$ cat src/hw/scp_pkg.sv
// package for the scan-port connect controller: pin layout, dedicated
// addresses, tap and connect-status encodings, carrier structs.
// assumes one 20 MHz clock samples every pin, the test clock among them.
package scp_pkg;

  localparam int ADDR_W = 10;
  localparam logic [ADDR_W-1:0] RESET_ADDR = 10'h000;
  localparam logic [ADDR_W-1:0] DISCONNECT_ADDR = 10'h3fe;
  localparam logic [ADDR_W-1:0] TEST_SYNC_ADDR = 10'h3ff;

  // bit positions in the sampled pin vector
  localparam int PIN_PDI = 0;
  localparam int PIN_PMS = 1;
  localparam int PIN_PCK = 2;
  localparam int PIN_PRST = 3;
  localparam int PIN_SDI = 4;
  localparam int PIN_BYP = 5;
  localparam int PIN_ADDR = 6;
  localparam int PIN_W = PIN_ADDR + ADDR_W;
  // pin vector value after reset: test reset and bypass inactive (high)
  localparam logic [PIN_W-1:0] PIN_RESET = 16'h0028;

  typedef enum logic [3:0] {
    TAP_RESET = 4'h0, TAP_IDLE = 4'h1, TAP_SEL_DR = 4'h2, TAP_CAP_DR = 4'h3,
    TAP_SHIFT_DR = 4'h4, TAP_EXIT1_DR = 4'h5, TAP_PAUSE_DR = 4'h6, TAP_EXIT2_DR = 4'h7,
    TAP_UPD_DR = 4'h8, TAP_SEL_IR = 4'h9, TAP_CAP_IR = 4'ha, TAP_SHIFT_IR = 4'hb,
    TAP_EXIT1_IR = 4'hc, TAP_PAUSE_IR = 4'hd, TAP_EXIT2_IR = 4'he, TAP_UPD_IR = 4'hf
  } scp_tap_t;

  typedef enum logic [1:0] {
    CS_OFF = 2'h0,
    CS_ON = 2'h1,
    CS_RESET = 2'h2,
    CS_MCAST = 2'h3
  } scp_conn_t;

  typedef struct packed {
    logic addrValid;
    logic [ADDR_W-1:0] addr;
    logic ackBit;
    logic ackDone;
  } scp_rx_in_t;

  typedef struct packed {
    logic rxHold;
    logic selEnable;
    logic ackActive;
  } scp_rx_out_t;

  function automatic scp_tap_t scp_tap_next(input scp_tap_t s, input logic tms);
    unique case (s)
      TAP_RESET: scp_tap_next = tms ? TAP_RESET : TAP_IDLE;
      TAP_IDLE: scp_tap_next = tms ? TAP_SEL_DR : TAP_IDLE;
      TAP_SEL_DR: scp_tap_next = tms ? TAP_SEL_IR : TAP_CAP_DR;
      TAP_CAP_DR: scp_tap_next = tms ? TAP_EXIT1_DR : TAP_SHIFT_DR;
      TAP_SHIFT_DR: scp_tap_next = tms ? TAP_EXIT1_DR : TAP_SHIFT_DR;
      TAP_EXIT1_DR: scp_tap_next = tms ? TAP_UPD_DR : TAP_PAUSE_DR;
      TAP_PAUSE_DR: scp_tap_next = tms ? TAP_EXIT2_DR : TAP_PAUSE_DR;
      TAP_EXIT2_DR: scp_tap_next = tms ? TAP_UPD_DR : TAP_SHIFT_DR;
      TAP_UPD_DR: scp_tap_next = tms ? TAP_SEL_DR : TAP_IDLE;
      TAP_SEL_IR: scp_tap_next = tms ? TAP_RESET : TAP_CAP_IR;
      TAP_CAP_IR: scp_tap_next = tms ? TAP_EXIT1_IR : TAP_SHIFT_IR;
      TAP_SHIFT_IR: scp_tap_next = tms ? TAP_EXIT1_IR : TAP_SHIFT_IR;
      TAP_EXIT1_IR: scp_tap_next = tms ? TAP_UPD_IR : TAP_PAUSE_IR;
      TAP_PAUSE_IR: scp_tap_next = tms ? TAP_EXIT2_IR : TAP_PAUSE_IR;
      TAP_EXIT2_IR: scp_tap_next = tms ? TAP_UPD_IR : TAP_SHIFT_IR;
      TAP_UPD_IR: scp_tap_next = tms ? TAP_SEL_DR : TAP_IDLE;
    endcase
  endfunction : scp_tap_next

endpackage : scp_pkg

$ cat src/hw/scp_connect_ctrl.sv
// connect-status controller of a multidrop addressable scan port.
// assumes a separate select receiver and acknowledge sender on the same clock
// hand over decoded addresses and acknowledge bits; all pins are asynchronous.

module scp_connect_ctrl #(
  parameter int ADDR_W = scp_pkg::ADDR_W
) (
  input wire logic clock,
  input wire logic rst_b,
  input wire logic primaryDataIn,
  input wire logic primaryModeSelect,
  input wire logic primaryTestClock,
  input wire logic primaryTestReset_b,
  input wire logic secondaryDataIn,
  input wire logic protocolBypassIn_b,
  input wire logic [ADDR_W-1:0] boardAddressInputs,
  input wire scp_pkg::scp_rx_in_t rxIn,
  output logic primaryDataOut,
  output logic primaryDataOutEn,
  output logic secondaryDataOut,
  output logic secondaryDataOutEn,
  output logic secondaryModeSelect,
  output logic secondaryTestClock,
  output logic secondaryTestReset_b,
  output logic connectIndicator_b,
  output scp_pkg::scp_rx_out_t rxOut
);

  typedef struct packed {
    logic [scp_pkg::PIN_W-1:0] s1;
    logic [scp_pkg::PIN_W-1:0] s2;
    logic [scp_pkg::PIN_W-1:0] s3;
    logic [scp_pkg::PIN_W-1:0] lvl;
    scp_pkg::scp_tap_t prim;
    scp_pkg::scp_tap_t sec;
    scp_pkg::scp_conn_t conn;
    logic ackBusy;
    logic pdo;
    logic pdoEn;
    logic sdo;
    logic sdoEn;
    logic sms;
    logic secondary_test_clock;
    logic strstB;
    logic conB;
    scp_pkg::scp_rx_out_t rxo;
  } scp_state_t;

  scp_state_t state_r;
  scp_state_t state_nxt;
  logic [scp_pkg::PIN_W-1:0] pinIn;
  logic bypOn;
  logic trstOn;
  logic selEnable;
  logic accept;
  logic tckRise;
  logic isReset;
  logic isDisc;
  logic isSync;
  logic isMatch;
  logic bothPaused;

  assign pinIn = {boardAddressInputs, protocolBypassIn_b, secondaryDataIn,
                  primaryTestReset_b, primaryTestClock, primaryModeSelect, primaryDataIn};

  // bypass and test reset act from the filtered levels; the sampled clock
  // rides through the same stages so data keeps its place against it
  assign bypOn = !state_r.lvl[scp_pkg::PIN_BYP];
  assign trstOn = !state_r.lvl[scp_pkg::PIN_PRST];
  assign tckRise = state_r.lvl[scp_pkg::PIN_PCK] && !state_r.secondary_test_clock;

  assign selEnable = !bypOn && !trstOn &&
                     (state_r.prim == scp_pkg::TAP_RESET || state_r.prim == scp_pkg::TAP_IDLE ||
                      state_r.prim == scp_pkg::TAP_PAUSE_DR ||
                      state_r.prim == scp_pkg::TAP_PAUSE_IR);
  assign accept = rxIn.addrValid && selEnable;

  assign isReset = rxIn.addr == scp_pkg::RESET_ADDR;
  assign isDisc = rxIn.addr == scp_pkg::DISCONNECT_ADDR;
  assign isSync = rxIn.addr == scp_pkg::TEST_SYNC_ADDR;
  assign isMatch = !isReset && !isDisc && !isSync &&
                   rxIn.addr == state_r.lvl[scp_pkg::PIN_ADDR +: ADDR_W];
  assign bothPaused = (state_r.prim == scp_pkg::TAP_PAUSE_DR ||
                       state_r.prim == scp_pkg::TAP_PAUSE_IR) &&
                      (state_r.sec == scp_pkg::TAP_PAUSE_DR ||
                       state_r.sec == scp_pkg::TAP_PAUSE_IR);

  always_comb begin
    state_nxt = state_r;
    // first stage feeds only the second; a level counts once stages two and three agree
    state_nxt.s1 = pinIn;
    state_nxt.s2 = state_r.s1;
    state_nxt.s3 = state_r.s2;
    state_nxt.lvl = (state_r.s2 & state_r.s3) | (state_r.lvl & (state_r.s2 ^ state_r.s3));

    // protocol results; bypass alone leaves status untouched, test reset clears it even in bypass
    if (trstOn) begin
      state_nxt.conn = scp_pkg::CS_OFF;
      state_nxt.ackBusy = 1'b0;
    end else if (accept) begin
      state_nxt.ackBusy = 1'b0;
      if (isReset) begin
        state_nxt.conn = scp_pkg::CS_RESET;
      end else if (isSync && bothPaused) begin
        state_nxt.conn = scp_pkg::CS_MCAST;
      end else if (isMatch) begin
        state_nxt.ackBusy = 1'b1;
      end else begin
        state_nxt.conn = scp_pkg::CS_OFF;
      end
    end else if (state_r.ackBusy && rxIn.ackDone && !bypOn) begin
      state_nxt.conn = scp_pkg::CS_ON;
      state_nxt.ackBusy = 1'b0;
    end

    // output selection
    state_nxt.pdo = 1'b0;
    state_nxt.pdoEn = 1'b0;
    state_nxt.sdo = 1'b0;
    state_nxt.sdoEn = 1'b0;
    state_nxt.sms = state_r.sms;
    state_nxt.conB = 1'b1;
    if (bypOn) begin
      // release falls back to kept status
      state_nxt.pdo = state_r.lvl[scp_pkg::PIN_SDI];
      state_nxt.pdoEn = 1'b1;
      state_nxt.sdo = state_r.lvl[scp_pkg::PIN_PDI];
      state_nxt.sdoEn = 1'b1;
      state_nxt.sms = trstOn | state_r.lvl[scp_pkg::PIN_PMS];
      state_nxt.conB = 1'b0;
    end else if (trstOn) begin
      state_nxt.sms = 1'b1;
    end else if (state_r.ackBusy) begin
      state_nxt.pdo = rxIn.ackBit;
      state_nxt.pdoEn = 1'b1;
    end else begin
      unique case (state_r.conn)
        scp_pkg::CS_ON: begin
          state_nxt.pdo = state_r.lvl[scp_pkg::PIN_SDI];
          state_nxt.pdoEn = 1'b1;
          state_nxt.sdo = state_r.lvl[scp_pkg::PIN_PDI];
          state_nxt.sdoEn = 1'b1;
          state_nxt.sms = state_r.lvl[scp_pkg::PIN_PMS];
          state_nxt.conB = 1'b0;
        end
        scp_pkg::CS_MCAST: begin
          state_nxt.sdo = state_r.lvl[scp_pkg::PIN_PDI];
          state_nxt.sdoEn = 1'b1;
          state_nxt.sms = state_r.lvl[scp_pkg::PIN_PMS];
          state_nxt.conB = 1'b0;
        end
        scp_pkg::CS_RESET: begin
          state_nxt.sms = 1'b1;
        end
        scp_pkg::CS_OFF: begin
          state_nxt.sms = state_r.sms;
        end
      endcase
    end

    state_nxt.strstB = state_r.lvl[scp_pkg::PIN_PRST];
    state_nxt.secondary_test_clock = state_r.lvl[scp_pkg::PIN_PCK];

    if (trstOn) begin
      state_nxt.prim = scp_pkg::TAP_RESET;
    end else if (tckRise) begin
      state_nxt.prim = scp_pkg::scp_tap_next(state_r.prim, state_r.lvl[scp_pkg::PIN_PMS]);
    end
    // the far chain sees the mode level launched with the clock edge
    if (trstOn) begin
      state_nxt.sec = scp_pkg::TAP_RESET;
    end else if (tckRise) begin
      state_nxt.sec = scp_pkg::scp_tap_next(state_r.sec, state_nxt.sms);
    end

    state_nxt.rxo.rxHold = bypOn | trstOn;
    state_nxt.rxo.selEnable = selEnable;
    state_nxt.rxo.ackActive = state_nxt.ackBusy;
  end

  always_ff @(posedge clock or negedge rst_b) begin
    if (!rst_b) begin
      state_r <= '0;
      state_r.s1 <= scp_pkg::PIN_RESET;
      state_r.s2 <= scp_pkg::PIN_RESET;
      state_r.s3 <= scp_pkg::PIN_RESET;
      state_r.lvl <= scp_pkg::PIN_RESET;
      state_r.prim <= scp_pkg::TAP_RESET;
      state_r.sec <= scp_pkg::TAP_RESET;
      state_r.conn <= scp_pkg::CS_OFF;
      state_r.sms <= 1'b1;
      state_r.strstB <= 1'b1;
      state_r.conB <= 1'b1;
    end else begin
      state_r <= state_nxt;
    end
  end

  assign primaryDataOut = state_r.pdo;
  assign primaryDataOutEn = state_r.pdoEn;
  assign secondaryDataOut = state_r.sdo;
  assign secondaryDataOutEn = state_r.sdoEn;
  assign secondaryModeSelect = state_r.sms;
  assign secondaryTestClock = state_r.secondary_test_clock;
  assign secondaryTestReset_b = state_r.strstB;
  assign connectIndicator_b = state_r.conB;
  assign rxOut = state_r.rxo;
endmodule : scp_connect_ctrl

$ cat config.mk
export PLATFORM = sky130hd
export DESIGN_NAME = scp_connect_ctrl
export DESIGN_NICKNAME = d
export VERILOG_FILES = /design/src/hw/scp_pkg.sv /design/src/hw/scp_connect_ctrl.sv
export SDC_FILE = /design/constraint.sdc
export NUM_CORES = 1
export LEC_CHECK = 0
export ABC_CLOCK_PERIOD_IN_PS = 3550
export CAP_MARGIN = 20
export CORE_ASPECT_RATIO = 1.75
export CORE_MARGIN = 2
export CORE_UTILIZATION = 41
export CTS_CLUSTER_SIZE = 40
export DETAILED_ROUTE_END_ITERATION = 10
export DONT_BUFFER_PORTS = 1
export PLACE_DENSITY = 0.6
export SLEW_MARGIN = 5
export SYNTH_ARGS = -nofsm -noshare
export SYNTH_HDL_FRONTEND = slang
export SYNTH_SLANG_ARGS = --single-unit
$ cat constraint.sdc
create_clock -name clock -period 3.55 [get_ports clock]
set_input_delay 0.1775 -clock clock [delete_from_list [all_inputs] [get_ports clock]]
set_output_delay 0.1775 -clock clock [all_outputs]
set_load 0.05 [all_outputs]
==> flow_summary.toml <==
[final_layout]
fin_util_pct = 48.49
fillCellCount = 712
nets = 341
final_area_sq_um = 3978
antenna_cells = 0
area_growth_pct = 16.02
final_layout_size_suffix_gt1_share_pct = 10.37

[sta]
slew_headroom_pct = 59.73
setup_viol = 0
rsz0062_at_grt = "false"
timing.setup.tns_ns = 0
drv_slew = 0
skew_ns = 0.007294
min_period_ns = 2.198
clock.fmax_ghz = 0.4549
tightest_slew_ns = 0.6041
finalHoldViolations = 0
period_share_pct = 61.93

[placement]
dp_hpwl_microns = 4171
gp_congestion = 0.8217
portBuffers = 0
place_area_sq_um = 3445

[route]
vias_per_cell = 5.343
avgRoutedWirePerCell_microns = 15.39
drtIter0Drc = 113
drc = 0
antenna_left = 0
vias = 2089
drt_first_pass_iters = 4
wl_microns = 6018

[worst_setup_path]
startpoint_type = "flop"
path_max_fanout = 9
crit_arrival_ns = 2.41
crit_path_end_kind = "flop"
worstRegToRegCells = 6
worst-setup-path-type = "flop to flop"
required_ns = 3.76

[synthesis]
synth_cells = 280
syn_area_per_cell_sq_um = 12.24
ys_ff_latch = 85
synth_most_common_cell = "dfrtp_1"
syn_area_sq_um = 3428
synth_area_leader_cell = "dfrtp_1"
async_flop_share_pct = 100.0
synthFlopType = "dfrtp_1"
yosysWarningCount = 0
synth_nets = 327
yosys-top-cells-count = "dfrtp_1 (74), nand2_1 (24), a21o_1 (18), nor2_1 (18), ha_1 (16)"
synth_top_cell_area_share_pct = 54.01
yosys-top-cells-area = "dfrtp_1 (54%), dfstp_2 (8.4%), ha_1 (5.8%)"
synth_cell_types = 52
synth_edf_count = 0
ys_seq_area_share_pct = 62.45

[global_route]
antenna_found_initial = 0
grt_pass1_wl_microns = 10260
grt_max_degree = 86
grtUsageMet3_pct = 5.157
gr-usage-met2_pct = 23.48
grt_usage_pct = 14.89
overflow = 0
top_usage_layer = "met2"
grt_pass1_vias = 2090
grt_use_met1_pct = 18.00

[die]
core_sq_um = 8203
start_util_pct = 41.79
die_y_microns = 125.0
die-area_sq_um = 9138
num_rows = 44
die_w_microns = 73.13
io_pins = 42

[power]
p_total_mw = 2.291
switching_share_pct = 23.46
power_frac_clock_pct = 43.6
combPwrFrac_pct = 6.6
peakVddDrop_v = 0.0003879
power.density_nw_per_um2 = 575.9
pwr-share-seq_pct = 49.8
cellLeakagePower_nw = 1.802
p_int_mw = 1.753
power.switching_mw = 0.5373

[clock_network]
post_cts_buffers = 0
cts_buffer_depth = 2
clk_latency_ns = 0.33
cts_tree = "yes"
cts-buffers-inserted = 9
clk_pin_slew_ns = 0.06
cts_root_buffer = "clkbuf_16"
htree_levels = 3
cts_sinks = 85

[worst_hold_path]
whs_path_depth = 2
hold_class = "primary input to flop"

[outcome]
status = "complete, no violations"

[flow_run]
maxCapViolations = 0
worst max-delay path: stages (launching register included):
cell and delay [ns]:
dfrtp_1 0.73, o21bai_1 0.20, and3b_1 0.19, o21a_1 0.32, mux2i_1 0.24, a21boi_1 0.09, a311o_1 0.32
flip-flops by register name, summed over array words and instances, names as in the netlist:
| name | count |
|---|---|
| connectIndicator_b | 1 |
| primaryDataOut | 1 |
| primaryDataOutEn | 1 |
| rxOut | 3 |
| secondaryDataOut | 1 |
| secondaryDataOutEn | 1 |
| secondaryModeSelect | 1 |
| secondaryTestClock | 1 |
| secondaryTestReset_b | 1 |
| state_nxt | 34 |
| state_r | 40 |
area by class of cell:
cell class                      instances  area, sq um  share of cell area [%]
Sequential cell                        85         2141                   53.82
Multi-Input combinational cell        172         1162                   29.22
Clock buffer                           11        242.7                   6.103
Timing Repair Buffer                   19        207.7                   5.222
Tap cell                               92        115.1                   2.894
Clock inverter                          5        82.58                   2.076
Inverter                                7        26.28                  0.6606
placed cells by master, fill, tap and decap left out, types with 3 or more instances in the layout:
cell / synthesis / routed
dlygate4sd3_1: 0 / 18
nor4_1: 4 / 4
xor2_1: 4 / 4
ha_1: 16 / 16
nand3_1: 6 / 6
xnor2_1: 6 / 6
nand2_1: 24 / 24
o21ai_0: 13 / 13
dfstp_2: 11 / 11
nand2b_1: 3 / 3
a21oi_1: 11 / 11
and3_1: 3 / 3
clkbuf_16: 0 / 9
dfrtp_1: 74 / 74
nand4_1: 5 / 5
nor3_1: 4 / 4
a21o_1: 18 / 18
nor2_1: 18 / 18
inv_1: 7 / 7
per-stage QoR:
| step | hold slack [ns] | setup slack [ns] | cells |
|---|---|---|---|
| final | 0.1902 | 1.352 | 391 |
| after global routing | 0.2027 | 1.207 | 391 |
| after CTS | 0.1834 | 1.331 | 391 |
| after detailed placement | -0.1161 | 1.345 | 356 |
| after global placement | -0.1160 | 1.426 | 356 |
| after floorplan | -0.1181 | 1.725 | 280 |
per-layer routing:
layer | wire (microns) | up-vias
li1 | - | 1019
met1 | 2478 | 1027
met2 | 3136 | 35
met3 | 294 | 8
met4 | 110 | 0
met5 | 0 | -
repair_timing:
action	in CTS	in global routing
resized for setup	0	0
endpoints found under the hold margin	102	0
endpoints found under the setup margin	0	0
hold buffers	19	0
power groups by stage:
stage / clock network (mW) / logic, mW / registers, mW
final: 0.999 / 0.151 / 1.14
after global routing: 1.08 / 0.176 / 1.15
after CTS: 1.02 / 0.155 / 1.14
after detailed placement: 0 / 0.115 / 1.16
after global placement: 0 / 0.113 / 1.16
after floorplan: 0 / 0.123 / 1.13
logic make-up (layout without fill, tap and decap cells):
group	after synthesis	after routing	synth area share [%]
AO/OA/AOI/OAI	67	67	13.69
AND/OR/NAND/NOR	78	78	11.53
flip-flops	85	85	62.45
XOR/XNOR	10	10	2.555
adder cells (fa/ha/maj)	16	16	5.839
buffers and inverters	23	42	3.650
multiplexers	1	1	0.2920
final timing paths:
kind | slack [ns] | to | from
min reg2reg | 0.35 | state_nxt[53]$_DFF_PN0_ | state_nxt[69]$_DFF_PN0_
min in group asynchronous | 0.43 | state_r[51]$_DFF_PN0_ | rst_b
max reg2reg | 1.35 | state_r[15]$_DFFE_PN0P_ | rxOut[0]$_DFFE_PN0P_
min | 0.19 | rxOut[0]$_DFFE_PN0P_ | rxIn[0]
max | 1.35 | state_r[15]$_DFFE_PN0P_ | rxOut[0]$_DFFE_PN0P_
max in group asynchronous | 2.77 | state_nxt[57]$_DFF_PN1_ | rst_b
(Power assumes the default switching activity.)
